## src/design/rtb_pkg.sv

```systemverilog
// rtb_pkg: register map, field layout, reset values and source codes
// of the real-time clock with backup registers.
// assumes: every user writes rtb_pkg::name, nothing is imported.
package rtb_pkg;

    // register byte offsets on the 8-bit apb address
    localparam logic [7:0] CTRL_OFS     = 8'h00;
    localparam logic [7:0] STAT_OFS     = 8'h04;
    localparam logic [7:0] PRL_OFS      = 8'h08;
    localparam logic [7:0] DIV_OFS      = 8'h0c;
    localparam logic [7:0] CNT_OFS      = 8'h10;
    localparam logic [7:0] ALR_OFS      = 8'h14;
    localparam logic [7:0] BKP_BASE_OFS = 8'h40;

    // backup register bank
    localparam int unsigned BKP_NUM     = 10;
    localparam int unsigned BKP_W       = 16;
    localparam logic [3:0]  BKP_LAST    = 4'h9;

    // control register fields
    localparam int unsigned CTRL_SEL_LSB  = 0;
    localparam int unsigned CTRL_SEL_MSB  = 1;
    localparam int unsigned CTRL_CAL_BIT  = 2;
    localparam logic [2:0]  CTRL_RST      = 3'h0;

    // status register fields, write one to clear
    localparam int unsigned STAT_ALR_BIT  = 0;
    localparam int unsigned STAT_SEC_BIT  = 1;
    localparam int unsigned STAT_OVF_BIT  = 2;
    localparam logic [2:0]  STAT_RST      = 3'h0;

    // prescaler and counter
    localparam int unsigned PRL_W   = 20;
    localparam logic [19:0] PRL_RST = 20'h07fff; // 32768 ticks per second
    localparam logic [31:0] CNT_RST = 32'h0000_0000;
    localparam logic [31:0] ALR_RST = 32'hffff_ffff;

    // clock source selection codes
    localparam logic [1:0] SEL_OFF = 2'h0;
    localparam logic [1:0] SEL_LSE = 2'h1;
    localparam logic [1:0] SEL_LSI = 2'h2;
    localparam logic [1:0] SEL_FXO = 2'h3;

    // fast external oscillator divided by 128
    localparam int unsigned FXO_DIV_W = 7;
    localparam logic [6:0]  FXO_LAST  = 7'h7f;

    // 512 Hz from 32.768 kHz: toggle every 32 input ticks
    localparam int unsigned CAL_W    = 5;
    localparam logic [4:0]  CAL_LAST = 5'h1f;

    // source pins handled by the front end
    localparam int unsigned SRC_NUM = 3;
    localparam int unsigned SRC_LSE = 0;
    localparam int unsigned SRC_LSI = 1;
    localparam int unsigned SRC_FXO = 2;

endpackage

```

## src/design/rtb_src_if.sv

```systemverilog
// rtb_src_if: link between the clock source front end and the rtc core.
// assumes: both ends run on the one system clock.
`timescale 1ns/100ps
`default_nettype none
interface rtb_src_if;
    logic [1:0] sel;     // selected source code
    logic       in_tick; // one-cycle pulse per selected input period

    modport core  (output sel, input  in_tick);
    modport front (input  sel, output in_tick);
endinterface
`default_nettype wire

```

## src/design/rtb_src_sel.sv

```systemverilog
// rtb_src_sel: synchronises the three source clocks, divides the
// fast external one by 128 and picks one as a tick enable.
// assumes: source clocks are well below half the system clock rate.
`timescale 1ns/100ps
`default_nettype none
module rtb_src_sel (
    input  wire logic                 clk,
    input  wire logic                 reset,
    input  wire logic                 lse_clk_pin,
    input  wire logic                 lsi_clk_pin,
    input  wire logic                 fxo_clk_pin,
    rtb_src_if.front                  src
);
    logic [rtb_pkg::SRC_NUM-1:0]    pin_vec;
    logic [rtb_pkg::SRC_NUM-1:0]    rise;
    logic [rtb_pkg::FXO_DIV_W-1:0]  fxo_div_r;
    logic                           tick_r;
    logic                           tick_nxt;

    assign pin_vec = {fxo_clk_pin, lsi_clk_pin, lse_clk_pin};

    // per source: two-flop synchroniser, then a history flop for edges
    genvar g;
    generate
        for (g = 0; g < rtb_pkg::SRC_NUM; g++) begin : g_sync
            logic meta_r;
            logic sync_r;
            logic hist_r;
            always_ff @(posedge clk) begin
                if (reset) begin
                    meta_r <= 1'b0;
                    sync_r <= 1'b0;
                    hist_r <= 1'b0;
                end else begin
                    meta_r <= pin_vec[g];
                    sync_r <= meta_r;
                    hist_r <= sync_r;
                end
            end
            // edge taken from the second stage only
            assign rise[g] = sync_r & ~hist_r;
        end
    endgenerate

    // divide the fast external clock by 128
    always_ff @(posedge clk) begin
        if (reset) begin
            fxo_div_r <= '0;
        end else if (rise[rtb_pkg::SRC_FXO]) begin
            fxo_div_r <= fxo_div_r + 1'b1;
        end
    end

    always_comb begin
        tick_nxt = 1'b0;
        unique case (src.sel)
            rtb_pkg::SEL_OFF: tick_nxt = 1'b0;
            rtb_pkg::SEL_LSE: tick_nxt = rise[rtb_pkg::SRC_LSE];
            rtb_pkg::SEL_LSI: tick_nxt = rise[rtb_pkg::SRC_LSI];
            rtb_pkg::SEL_FXO: tick_nxt = rise[rtb_pkg::SRC_FXO] &&
                                    (fxo_div_r == rtb_pkg::FXO_LAST);
        endcase
    end

    always_ff @(posedge clk) begin
        if (reset) begin
            tick_r <= 1'b0;
        end else begin
            tick_r <= tick_nxt;
        end
    end

    assign src.in_tick = tick_r;
endmodule
`default_nettype wire

```

## src/design/rtb_rtc.sv

```systemverilog
// rtb_rtc: real-time clock core with prescaler, counter, alarm,
// calibration output and ten backup registers behind an apb slave.
// assumes: apb master on clk; power controller signals on clk;
// source clocks and main power status arrive asynchronously.
//
// Notes on behaviour
// - ten 16-bit backup registers keep 20 bytes while main power is absent
// - counters run freely; alarm and periodic interrupt outputs provided
// - input clock selectable: slow crystal, low-power rc, fast clock /128
// - 512 Hz calibration output derived from the selected input clock
// - 32-bit programmable counter with compare register producing alarm
// - 20-bit prescaler, reset default gives one second from 32.768 kHz
// - clock keeps running in stop and standby modes
// - alarm drives an event line so it can wake from stop
// - alarm raises a wake request to leave standby
// - standby loses bus-side state but keeps all backup-domain state
//
// Chosen here: the placing of the registers and the APB slave port.
`timescale 1ns/100ps
`default_nettype none
module rtb_rtc (
    input  wire logic        clk,
    input  wire logic        reset,
    input  wire logic        psel,
    input  wire logic        penable,
    input  wire logic        pwrite,
    input  wire logic [7:0]  paddr,
    input  wire logic [31:0] pwdata,
    output logic      [31:0] prdata,
    output logic             pready,
    output logic             pslverr,
    input  wire logic        lse_clk_pin,
    input  wire logic        lsi_clk_pin,
    input  wire logic        fxo_clk_pin,
    input  wire logic        main_power_ok,
    input  wire logic        stop_mode,
    input  wire logic        standby_mode,
    output logic             cal_out,
    output logic             alarm_irq,
    output logic             second_irq,
    output logic             alarm_event_line,
    output logic             second_event,
    output logic             standby_wake
);
    rtb_src_if src ();

    logic [2:0]                    ctrl_r;
    logic [2:0]                    stat_r;
    logic [rtb_pkg::PRL_W-1:0]     prl_r;
    logic [rtb_pkg::PRL_W-1:0]     div_r;
    logic [31:0]                   cnt_r;
    logic [31:0]                   alr_r;
    logic [rtb_pkg::BKP_W-1:0]     bkp_r [rtb_pkg::BKP_NUM];
    logic [rtb_pkg::CAL_W-1:0]     cal_cnt_r;
    logic                          cal_out_r;
    logic                          tb_tick_r;
    logic                          cnt_upd_r;
    logic                          pwr_meta_r;
    logic                          pwr_sync_r;
    logic [31:0]                   prdata_r;
    logic [31:0]                   prdata_nxt;
    logic                          pready_r;
    logic                          pslverr_r;
    logic                          pslverr_nxt;
    logic                          alarm_ev_r;
    logic                          second_ev_r;
    logic                          wake_r;
    logic                          acc_wait;
    logic                          acc_done;
    logic                          wr_ok;
    logic                          bkp_hit;
    logic [3:0]                    bkp_idx;
    logic                          alarm_hit;
    logic                          cnt_wr;
    logic                          stat_wr;

    // clock source front end
    rtb_src_sel u_src (
        .clk         (clk),
        .reset       (reset),
        .lse_clk_pin (lse_clk_pin),
        .lsi_clk_pin (lsi_clk_pin),
        .fxo_clk_pin (fxo_clk_pin),
        .src         (src.front)
    );

    assign src.sel = ctrl_r[rtb_pkg::CTRL_SEL_MSB:rtb_pkg::CTRL_SEL_LSB];

    // main power status comes from the supervisor, asynchronous
    always_ff @(posedge clk) begin
        if (reset) begin
            pwr_meta_r <= 1'b0;
            pwr_sync_r <= 1'b0;
        end else begin
            pwr_meta_r <= main_power_ok;
            pwr_sync_r <= pwr_meta_r;
        end
    end

    // apb phases: one wait state, action on the edge pready is seen
    assign acc_wait = psel && penable && !pready_r;
    assign acc_done = psel && penable && pready_r;
    assign bkp_idx  = paddr[5:2];
    assign bkp_hit  = (paddr[7:6] == rtb_pkg::BKP_BASE_OFS[7:6]) &&
                      (paddr[1:0] == 2'h0) &&
                      (bkp_idx <= rtb_pkg::BKP_LAST);
    // no writes while main power is absent
    assign wr_ok    = acc_done && pwrite && !pslverr_r;
    assign cnt_wr   = wr_ok && (paddr == rtb_pkg::CNT_OFS);
    assign stat_wr  = wr_ok && (paddr == rtb_pkg::STAT_OFS);

    // read mux and error decode, sampled in the wait cycle
    always_comb begin
        prdata_nxt  = 32'h0000_0000;
        pslverr_nxt = 1'b0;
        if (bkp_hit) begin
            prdata_nxt = {16'h0000, bkp_r[bkp_idx]};
        end else begin
            unique case (paddr)
                rtb_pkg::CTRL_OFS: prdata_nxt = {29'h0, ctrl_r};
                rtb_pkg::STAT_OFS: prdata_nxt = {29'h0, stat_r};
                rtb_pkg::PRL_OFS:  prdata_nxt = {12'h000, prl_r};
                rtb_pkg::DIV_OFS:  prdata_nxt = {12'h000, div_r};
                rtb_pkg::CNT_OFS:  prdata_nxt = cnt_r;
                rtb_pkg::ALR_OFS:  prdata_nxt = alr_r;
                default:           pslverr_nxt = 1'b1;
            endcase
        end
        if (!pwr_sync_r) begin
            pslverr_nxt = 1'b1;
        end
        if (pslverr_nxt || pwrite) begin
            prdata_nxt = 32'h0000_0000;
        end
    end

    // bus answer state is core-domain and dropped in standby
    always_ff @(posedge clk) begin
        if (reset || standby_mode) begin
            pready_r  <= 1'b0;
            pslverr_r <= 1'b0;
            prdata_r  <= 32'h0000_0000;
        end else if (acc_wait) begin
            pready_r  <= 1'b1;
            pslverr_r <= pslverr_nxt;
            prdata_r  <= prdata_nxt;
        end else begin
            pready_r  <= 1'b0;
            pslverr_r <= 1'b0;
            prdata_r  <= 32'h0000_0000;
        end
    end

    // control register: source and calibration enable
    always_ff @(posedge clk) begin
        if (reset) begin
            ctrl_r <= rtb_pkg::CTRL_RST;
        end else if (wr_ok && (paddr == rtb_pkg::CTRL_OFS)) begin
            ctrl_r <= pwdata[2:0];
        end
    end

    always_ff @(posedge clk) begin
        if (reset) begin
            prl_r <= rtb_pkg::PRL_RST;
        end else if (wr_ok && (paddr == rtb_pkg::PRL_OFS)) begin
            prl_r <= pwdata[rtb_pkg::PRL_W-1:0];
        end
    end

    // prescaler divider, not gated by stop or standby
    always_ff @(posedge clk) begin
        if (reset) begin
            div_r     <= rtb_pkg::PRL_RST;
            tb_tick_r <= 1'b0;
        end else if (wr_ok && (paddr == rtb_pkg::PRL_OFS)) begin
            // new reload starts at once, no wait for the old period
            div_r     <= pwdata[rtb_pkg::PRL_W-1:0];
            tb_tick_r <= 1'b0;
        end else if (src.in_tick) begin
            // reload on zero gives prl+1 inputs per tick
            if (div_r == '0) begin
                div_r     <= prl_r;
                tb_tick_r <= 1'b1;
            end else begin
                div_r     <= div_r - 1'b1;
                tb_tick_r <= 1'b0;
            end
        end else begin
            tb_tick_r <= 1'b0;
        end
    end

    // counter steps once per time-base tick
    always_ff @(posedge clk) begin
        if (reset) begin
            cnt_r     <= rtb_pkg::CNT_RST;
            cnt_upd_r <= 1'b0;
        end else if (cnt_wr) begin
            cnt_r     <= pwdata;
            cnt_upd_r <= 1'b1;
        end else if (tb_tick_r) begin
            cnt_r     <= cnt_r + 1'b1;
            cnt_upd_r <= 1'b1;
        end else begin
            cnt_upd_r <= 1'b0;
        end
    end

    always_ff @(posedge clk) begin
        if (reset) begin
            alr_r <= rtb_pkg::ALR_RST;
        end else if (wr_ok && (paddr == rtb_pkg::ALR_OFS)) begin
            alr_r <= pwdata;
        end
    end

    // match checked only once per new counter value
    assign alarm_hit = cnt_upd_r && (cnt_r == alr_r);

    // sticky flags, a set in the clearing cycle wins
    always_ff @(posedge clk) begin
        if (reset) begin
            stat_r <= rtb_pkg::STAT_RST;
        end else begin
            stat_r[rtb_pkg::STAT_ALR_BIT] <= alarm_hit ||
                (stat_r[rtb_pkg::STAT_ALR_BIT] &&
                 !(stat_wr && pwdata[rtb_pkg::STAT_ALR_BIT]));
            stat_r[rtb_pkg::STAT_SEC_BIT] <= tb_tick_r ||
                (stat_r[rtb_pkg::STAT_SEC_BIT] &&
                 !(stat_wr && pwdata[rtb_pkg::STAT_SEC_BIT]));
            stat_r[rtb_pkg::STAT_OVF_BIT] <=
                (tb_tick_r && !cnt_wr && (cnt_r == 32'hffff_ffff)) ||
                (stat_r[rtb_pkg::STAT_OVF_BIT] &&
                 !(stat_wr && pwdata[rtb_pkg::STAT_OVF_BIT]));
        end
    end

    // event pulses; wake request only while in standby
    always_ff @(posedge clk) begin
        if (reset) begin
            alarm_ev_r  <= 1'b0;
            second_ev_r <= 1'b0;
            wake_r      <= 1'b0;
        end else begin
            alarm_ev_r  <= alarm_hit;
            second_ev_r <= tb_tick_r;
            wake_r      <= alarm_hit && standby_mode;
        end
    end

    // 512 Hz: half period is 32 input ticks of 32.768 kHz
    always_ff @(posedge clk) begin
        if (reset) begin
            cal_cnt_r <= '0;
            cal_out_r <= 1'b0;
        end else if (!ctrl_r[rtb_pkg::CTRL_CAL_BIT]) begin
            cal_cnt_r <= '0;
            cal_out_r <= 1'b0;
        end else if (src.in_tick) begin
            cal_cnt_r <= cal_cnt_r + 1'b1;
            if (cal_cnt_r == rtb_pkg::CAL_LAST) begin
                cal_out_r <= !cal_out_r;
            end
        end
    end

    // backup bank, one word per entry; reset only at domain reset
    genvar b;
    generate
        for (b = 0; b < rtb_pkg::BKP_NUM; b++) begin : g_bkp
            always_ff @(posedge clk) begin
                if (reset) begin
                    bkp_r[b] <= '0;
                end else if (wr_ok && bkp_hit &&
                             (bkp_idx == 4'(b))) begin
                    bkp_r[b] <= pwdata[rtb_pkg::BKP_W-1:0];
                end
            end
        end
    endgenerate

    // stop_mode is accepted for completeness: nothing here halts on it
    logic unused_stop;
    assign unused_stop = stop_mode;

    assign prdata           = prdata_r;
    assign pready           = pready_r;
    assign pslverr          = pslverr_r;
    assign cal_out          = cal_out_r;
    assign alarm_irq        = stat_r[rtb_pkg::STAT_ALR_BIT];
    assign second_irq       = stat_r[rtb_pkg::STAT_SEC_BIT];
    assign alarm_event_line = alarm_ev_r;
    assign second_event     = second_ev_r;
    assign standby_wake     = wake_r;
endmodule
`default_nettype wire

```

## config.mk

```make
export PLATFORM = sky130hd
export DESIGN_NAME = rtb_rtc
export DESIGN_NICKNAME = d
export VERILOG_FILES = /design/src/design/rtb_pkg.sv /design/src/design/rtb_src_if.sv /design/src/design/rtb_src_sel.sv /design/src/design/rtb_rtc.sv
export SDC_FILE = /design/constraint.sdc
export NUM_CORES = 1
export LEC_CHECK = 0
export ABC_AREA = 1
export ABC_CLOCK_PERIOD_IN_PS = 3350
export BUFFER_PORTS_ARGS = -buffer_cell sky130_fd_sc_hd__buf_2
export CAP_MARGIN = 20
export CORE_ASPECT_RATIO = 0.5
export CORE_MARGIN = 10
export CORE_UTILIZATION = 30
export DETAILED_ROUTE_END_ITERATION = 8
export HOLD_SLACK_MARGIN = 0.06
export PLACE_DENSITY_LB_ADDON = 0.08
export SKIP_LAST_GASP = 1
export SLEW_MARGIN = 20
export SYNTH_ARGS = -nofsm -noshare
export SYNTH_HDL_FRONTEND = slang
export SYNTH_SLANG_ARGS = --single-unit
```

## constraint.sdc

```tcl
create_clock -name clk -period 3.35 [get_ports clk]
set_input_delay 0.1675 -clock clk [delete_from_list [all_inputs] [get_ports clk]]
set_output_delay 0.1675 -clock clk [all_outputs]
set_load 0.02 [all_outputs]
```

After elaboration in Yosys (flattened, before gate mapping)
Memory sizes are Yosys's and may differ from the RTL's.
Cells that the tools add are included.
Widths: inputs -> output; s select.
{"block": "totals", "register_bits": 174, "ram_bits": 160, "in_bits": 51, "out_inout_bits": 40, "elab_cells": 194, "mem_count": 1}
{"memory": "bkp_r", "words": 10, "width": 16, "read_ports": 1, "rd_ports_with_merged_regs": 0, "write_ports": 10, "line": "rtb_rtc.sv:53", "text": "logic [rtb_pkg::BKP_W-1:0] bkp_r [rtb_pkg::BKP_NUM];"}
{"block": "op_classes", "addsub": 4, "magnitude_cmp": 1, "n_eq_ne": 22, "mux": 57, "bitwise": 19, "reduce_logical": 60}
{"cell": "$pmux 32 s6", "count": 1}
{"cell": "$mux 16", "count": 11}
{"cell": "$mux 32", "count": 2}
{"cell": "$mux 20", "count": 3}
{"cell": "$mux 1", "count": 39}
{"cell": "$logic_and 1x1->1", "count": 34}
{"cell": "$add 32x1->32 const B", "count": 1}
{"cell": "$eq 32x32->1", "count": 1}
{"cell": "$eq 32x32->1 const B", "count": 1}
{"cell": "$logic_not 20->1", "count": 1}
{"cell": "$sub 20x1->20 const B", "count": 1}
{"cell": "$eq 4x3->1 const B", "count": 4}
{"cell": "$eq 8x4->1 const B", "count": 2}
{"cell": "$eq 8x5->1 const B", "count": 2}
{"cell": "$or 1x1->1", "count": 10}
{"cell": "$eq 4x2->1 const B", "count": 2}
{"cell": "$eq 4x4->1 const B", "count": 2}
{"cell": "$eq 8x3->1 const B", "count": 1}
{"cell": "$logic_not 8->1", "count": 1}
{"cell": "$add 7x1->7 const B", "count": 1}
{"cell": "$eq 7x7->1 const B", "count": 1}
{"cell": "$logic_not 1->1", "count": 7}
{"cell": "$not 1->1", "count": 6}
{"cell": "$reduce_or 3->1", "count": 2}
{"cell": "other kinds (16)", "count": 27}

Logic depth before layout (Yosys ltp)
Gate-level depths: netlist of run 1.
{"block": "logic_depth", "ltp_word": 10, "ltp_mapped": 12}

Hierarchy
From an unflattened synthesis of run 1, not the netlist that was laid out.
{"block": "hier_totals", "cells_unflattened": 2088, "area_unflattened_um2": 16230.6}
{"mod": "rtb_rtc", "n_inst": 1, "cells_per_inst": 2000, "area_each_um2": 15556.2}
{"mod": "rtb_src_sel", "n_inst": 1, "cells_per_inst": 88, "area_each_um2": 674.4}

Least setup slack after synthesis of run 1
No wires, ideal clock.
{"block": "synth_path", "kind": "register to register", "from": "register pready_r (netlist: pready)", "to": "memory bkp_r[1][0] (netlist name), enable pin", "t_arrival_ns": 2.507, "t_required_ns": 2.939, "setup_slack_ns": 0.432, "stages_incl_launch_ff": 8, "n_path_buf": 1, "period_less_slack_ns": 2.918, "path_cell_list": "dfxtp_1 -> nand3_1 -> nor2_2 -> inv_2 -> nor2_8 -> buf_8 -> nand2_1 -> o21ai_0"}
{"item": "from (decl)", "line": "rtb_rtc.sv:62", "text": "logic pready_r;"}
{"item": "from (signal assigned)", "line": "rtb_rtc.sv:140", "text": "pready_r <= 1'b0;"}
{"item": "from (signal assigned)", "line": "rtb_rtc.sv:144", "text": "pready_r <= 1'b1;"}
{"item": "from (signal assigned)", "line": "rtb_rtc.sv:148", "text": "pready_r <= 1'b0;"}
{"item": "to (decl)", "line": "rtb_rtc.sv:53"}

==> flow_summary.json, run 1 <==
{
  "status": "complete, no violations",
  "clock_sinks": 334,
  "p_int_uw": 6760,
  "crit_family": "simple AND/OR/NAND/NOR gates",
  "cellLeakagePower_uw": 0.00780,
  "cts_htree_levels": 2,
  "critPathRequiredTime_ns": 3.59,
  "cts_tree": "done",
  "crit_path_max_fanout": 16,
  "nets": 2152,
  "r2r-start": "pready$_SDFF_PP0_",
  "ys_ff_latch": 334,
  "grt_first_pass_wirelength_um": 85500,
  "worstSetupStartpointType": "flop",
  "yosys.area.top_type": "edfxtp_1",
  "wirelength_um": 56700,
  "p_seq_frac": 0.488,
  "clockPowerShare": 0.463,
  "drive_gt1_frac": 0.113,
  "fp.dieH_um": 183,
  "vias": 13700,
  "grt_max_degree": 77,
  "worstHoldPathType": "primary input to flop",
  "cts.clk_slew.worst_paths_ns": 0.06,
  "grtUsageMet3": 0.0259,
  "coreArea_um2": 52300,
  "hold_slack_ns": 0.102,
  "start_util": 0.305,
  "final_cells": 2823,
  "switching_share": 0.241,
  "synth_top_cell_area_share": 0.301,
  "synth_warnings": 0,
  "syn_inst": 1978,
  "fmax_mhz": 410,
  "path_buf_inv": 3,
  "maxCapViolations": 0,
  "synth_edf_count": 160,
  "grt_util_met1": 0.245,
  "busiest_layer": "met2",
  "path_cells": "nand3_1 -> nor2_2 -> buf_4 -> inv_2 -> nor2_8 -> nand2_1 -> o21ai_1 -> buf_12",
  "peakVddDrop_uv": 315,
  "place_inst": 2717,
  "fp.dieW_um": 346,
  "slowest_delay_ns": 0.47,
  "place.gp.congestion": 0.880,
  "worstSetupPathType": "flop to flop",
  "final_antenna_net_count": 0,
  "grt_overflow_total": 0,
  "cts_buffer_depth": 3,
  "area_delta_synth_final_pct": 17.9,
  "relSlewSlack": 0.359,
  "wl_per_cell_um": 20.1,
  "setup_tns_ns": 0,
  "worstSetupStartpoint": "pready$_SDFF_PP0_",
  "setup_viol": 0,
  "hold_viol_final": 0,
  "fin_crit_ns": 2.44,
  "fin_util": 0.360,
  "ys_top_cells_by_area": "edfxtp_1, dfxtp_1, nand2_1",
  "power_density_nw_per_um2": 473,
  "dp_hpwl_um": 40400,
  "clk_latency_ns": 0.55,
  "tightest_slew_ns": 0.962,
  "cts_buffers": 37,
  "drv_slew": 0,
  "synth_ff_type": "dfxtp_1",
  "viasPerCell": 4.86,
  "syn_avg_cell_area_um2": 8.07,
  "rsz0062_at_grt": "false",
  "synth-seq-area-share": 0.519,
  "ys_async_sr_fraction": 0,
  "grt_pass1_vias": 13500,
  "die_area_um2": 63400,
  "synth_area_um2": 16000,
  "drt_iter0_drc": 1115,
  "grtUsageMet2": 0.281,
  "synth_nets": 2035,
  "cts_setup_buffers": 0,
  "antenna_found_initial": 1,
  "crit_slowest_cell": "o21ai_1",
  "first_pass_iters": 5,
  "finalClockSkew_ns": 0.0223,
  "grt_usage": 0.173,
  "period_share": 0.728,
  "portBuffers": 89,
  "endpoint_kind": "flop",
  "p_sw_uw": 2140,
  "critPathArrivalTime_ns": 2.68,
  "root_buffer": "clkbuf_16",
  "ys_types": 45,
  "io_pins": 91,
  "pwr-share-comb": 0.050,
  "placementRows": 59,
  "drc": 0,
  "min_from": "paddr[6]"
}
## final cells by class
cell class                 count  area, um2
timing repair buffer         173       1210
tap                          701        877
sequential                   334       8290
fill                        5567      33400
inverter                     196        737
antenna                        1       2.50
multi-input combinational   1353       6520
clock buffer                  51       1060
clock inverter                14        125
## Yosys cell counts (2+ instances only)
cell type / number
nand4_2: 6
nor2_2: 16
o211ai_1: 33
o22ai_1: 30
xor2_1: 21
o21bai_1: 4
nand4_4: 4
dfxtp_1: 174
a21oi_1: 87
o2111ai_1: 16
edfxtp_1: 160
clkbuf_1: 50
inv_2: 10
clkinv_1: 4
nor2_1: 357
a22oi_1: 68
buf_1: 5
a31oi_1: 7
nand2_2: 5
xnor2_1: 4
nand2_1: 445
nand3_2: 2
buf_4: 3
inv_1: 181
nor3_1: 17
nor3b_1: 2
nor2_4: 4
nand3_1: 79
a21o_1: 3
buf_2: 35
o21ai_0: 114
nand4_1: 14
ha_1: 6
## metal layers
layer | vias up | wire length (um)
li1 | 6821 | -
met5 | - | 0
met4 | 0 | 760
met1 | 6573 | 28100
met3 | 52 | 2480
met2 | 266 | 25400
## cell usage in the layout, fill, tap and decap left out, types with 7 or more instances in the layout
master           n
o21ai_0        108
nand4_1         14
nand2_1        445
o21ai_1          7
a31oi_1          7
inv_2           10
buf_4           41
nor2_1         356
nand3_1         79
buf_2           89
edfxtp_1       160
clkbuf_16       38
o2111ai_1       16
nor3_1          17
o211ai_1        33
nor2_2          16
a22oi_1         68
o22ai_1         30
a21oi_1         87
clkbuf_1         7
xor2_1          21
dfxtp_1        174
inv_1          181
dlygate4sd3_1   40
## through the flow
stage	cell area (um2)	worst slack (ns)	total power (uW)
floorplan	16000	0.432	4650
global placement	17200	0.778	4840
detailed placement	17200	0.735	4840
CTS	18800	0.920	8990
global route	18800	0.790	9190
finish	18800	0.912	8900
## power by group through the flow
| stage | registers (uW) | logic, uW | clock network [uW] |
|---|---|---|---|
| CTS | 4340 | 448 | 4200 |
| global placement | 4430 | 412 | 0 |
| detailed placement | 4430 | 411 | 0 |
| floorplan | 4430 | 218 | 0 |
| global route | 4340 | 484 | 4360 |
| finish | 4340 | 443 | 4120 |
## sequential cells by signal (all words and copies together), names as in the netlist, 5 cells and up
| register | count |
|---|---|
| prl_r | 20 |
| cnt_r | 32 |
| alr_r | 32 |
| cal_cnt_r | 5 |
| prdata | 32 |
| bkp_r | 160 |
| div_r | 20 |
| u_src.fxo_div_r | 7 |
## worst paths after layout
| check | endpoint | slack (ns) | cells after the start |
|---|---|---|---|
| hold reg to reg | u_src.g_sync[2].sync_r$_SDFF_PP0_ | 0.40 | 2 |
| setup reg to reg | bkp_r[0][13]$_SDFFCE_PN0P_ | 0.91 | 8 |
| setup / recovery | bkp_r[0][13]$_SDFFCE_PN0P_ | 0.91 | 8 |
| hold / removal | prdata[4]$_SDFF_PP0_ | 0.10 | 5 |
## what timing repair did
item,in CTS,in global routing
resized for setup,0,0
hold buffers,40,0
endpoints found under the hold margin,79,0
endpoints found under the setup margin,0,0
## kinds of logic (layout without fill, tap and decap cells)
family,Yosys count,in the layout,synth area share
adders and majority gates,6,6,0.00470
DFF,334,334,0.519
xor gates and xnor gates,25,25,0.0137
other,0,1,0
and+or+nand+nor,955,955,0.250
buffers and inverters,291,434,0.0731
AOI/OAI and AO/OA,367,367,0.139
## worst min-delay path, cell delays in order
cell     delay, ns
buf_2         0.10
nand3_1       0.11
nor2_4        0.08
nand3_1       0.08
nand2_1       0.05
Note: power is estimated with default switching activity, not from simulation.
==> inputs of run 2 (changes only) <==
--- a/config.mk
+++ b/config.mk
@@ -6,7 +6,7 @@
 export NUM_CORES = 1
 export LEC_CHECK = 0
 export ABC_AREA = 1
-export ABC_CLOCK_PERIOD_IN_PS = 3350
+export ABC_CLOCK_PERIOD_IN_PS = 2400
 export BUFFER_PORTS_ARGS = -buffer_cell sky130_fd_sc_hd__buf_2
 export CAP_MARGIN = 20
 export CORE_ASPECT_RATIO = 0.5
==> constraint.sdc (replaced) <==
create_clock -name clk -period 2.4 [get_ports clk]
set_input_delay 0.12 -clock clk [delete_from_list [all_inputs] [get_ports clk]]
set_output_delay 0.12 -clock clk [all_outputs]
set_load 0.02 [all_outputs]
==> flow_summary.json, run 2 (synthesized netlist as in run 1, its figures left out) <==
{
  "status": "complete, no violations",
  "peakVddDrop_uv": 385,
  "grtUsageMet2": 0.275,
  "final_cell_mix": "nand2_1, nor2_1, inv_1, dfxtp_1, edfxtp_1",
  "fp.dieH_um": 183,
  "hold_viol_final": 0,
  "fp.dieW_um": 346,
  "grt_util_met1": 0.244,
  "worstSetupPathType": "primary input to flop",
  "nets": 2189,
  "cellLeakagePower_uw": 0.00798,
  "switching_share": 0.239,
  "clk_latency_ns": 0.57,
  "dp_slack_ns": 0.133,
  "drv_slew": 0,
  "die_area_um2": 63400,
  "critPathArrivalTime_ns": 2.71,
  "endpoint_kind": "flop",
  "portBuffers": 89,
  "top_register": "bkp_r",
  "dp_hpwl_um": 40500,
  "rsz0062_at_grt": "false",
  "cts_buffers": 37,
  "wl_per_cell_um": 19.7,
  "grt_first_pass_wirelength_um": 86000,
  "setup_viol": 0,
  "grt_pass1_vias": 13700,
  "grtUsageMet3": 0.0286,
  "final_antenna_net_count": 0,
  "placementRows": 59,
  "clockPowerShare": 0.460,
  "place.gp.congestion": 0.912,
  "antenna_cells": 0,
  "setup_ws_ns": 0.171,
  "start_util": 0.305,
  "finalClockSkew_ns": 0.0260,
  "p_int_uw": 9420,
  "critPathRequiredTime_ns": 2.88,
  "viasPerCell": 4.84,
  "vias": 13800,
  "crit_path_max_fanout": 32,
  "worstHoldPathType": "primary input to flop",
  "final_cells": 2856,
  "p_sw_uw": 2960,
  "power_density_nw_per_um2": 647,
  "grt_usage": 0.173,
  "fillers": 5576,
  "period_share": 0.929,
  "antenna_found_initial": 1,
  "cts.clk_slew.worst_paths_ns": 0.07,
  "largest_reg_flops": 160,
  "drc": 0,
  "io_pins": 91,
  "area_delta_synth_final_pct": 19.8,
  "clock_sinks": 334,
  "pwr-share-comb": 0.051,
  "drive_gt1_frac": 0.121,
  "cts_buffer_depth": 3,
  "fmax_mhz": 449,
  "root_buffer": "clkbuf_16",
  "coreArea_um2": 52300,
  "grt_max_degree": 61,
  "layout_commonest_cell": "nand2_1",
  "tightest_slew_ns": 0.771,
  "worstSetupStartpointType": "primary input",
  "grt_overflow_total": 0,
  "place_inst": 2740,
  "maxCapViolations": 0,
  "cts_htree_levels": 2,
  "fin_crit_ns": 2.23,
  "drt_iter0_drc": 1152,
  "cts_tree": "done",
  "wirelength_um": 56200,
  "first_pass_iters": 5,
  "busiest_layer": "met2",
  "relSlewSlack": 0.486,
  "p_seq_frac": 0.490
}
run 2: cell types whose count changed in the layout (fill, tap and decap cells not counted), sizes merged:
cell,before,now
bufinv,1,2
buf,133,157
clkinvlp,4,2
inv,191,192
diode,1,0
dlygate4sd3,40,53
clkbuf,51,46
clkinv,14,16
run 2: per-layer routing:
layer / up-vias / wire (um)
met2: 274 / 24900
li1: 6899 / -
met4: 0 / 999
met5: - / 0
met3: 69 / 2510
met1: 6580 / 27800
run 2: final timing paths:
path / from / endpoint / slack [ns] / cells past startpoint
worst max-delay path: paddr[6] / alr_r[6]$_SDFFE_PP1P_ / 0.17 / 12
worst min-delay path: paddr[5] / prdata[7]$_SDFF_PP0_ / 0.1 / 5
worst min register to register: u_src.g_sync[0].meta_r$_SDFF_PP0_ / u_src.g_sync[0].sync_r$_SDFF_PP0_ / 0.40 / 2
worst max register to register: pready$_SDFF_PP0_ / bkp_r[6][14]$_SDFFCE_PN0P_ / 0.22 / 7
run 2: what timing repair did:
item,4_1_cts,5_1_grt
endpoints found under the setup margin,0,1
hold buffers,53,0
hold endpoints to repair,103,0
gates resized for setup,0,1
buffers inserted,0,1
run 2: worst max-delay path, stage by stage:
cell           delay [ns]
dlygate4sd3_1        0.53
buf_2                0.13
inv_1                0.04
nand2_1              0.10
nor2_2               0.14
nand2_1              0.14
buf_4                0.26
nor2_4               0.17
buf_4                0.33
a21oi_1              0.10
dlygate4sd3_1        0.56
o21ai_0              0.07
run 2: final cells by class:
type,instances,area [um2],share of cell area
Sequential cell,334,8290,0.433
Multi-Input combinational cell,1353,6520,0.341
Timing Repair Buffer,210,1550,0.0810
Clock buffer,46,1000,0.0523
Tap cell,701,877,0.0459
Inverter,196,741,0.0387
Clock inverter,16,158,0.00824
run 2: through the flow:
| step | util | TNS (ns) | total power, uW | instance area [um2] | hold WS [ns] |
|---|---|---|---|---|---|
| CTS | 0.366 | 0 | 12500 | 19100 | 0.0827 |
| global placement | 0.333 | 0 | 6760 | 17400 | 0.325 |
| finish | 0.366 | 0 | 12400 | 19100 | 0.0979 |
| floorplan | - | -8.77 | 6480 | 16000 | 0.227 |
| global route | 0.366 | 0 | 12800 | 19100 | 0.122 |
| detailed placement | 0.333 | 0 | 6760 | 17400 | 0.327 |
run 2: power by group through the flow:
stage                     Sequential, uW  Clock, uW  Combinational, uW
after floorplan                     6180          0                306
after global placement              6180          0                575
after detailed placement            6190          0                571
after CTS                           6060       5830                632
after global routing                6070       6060                689
final                               6060       5690                626
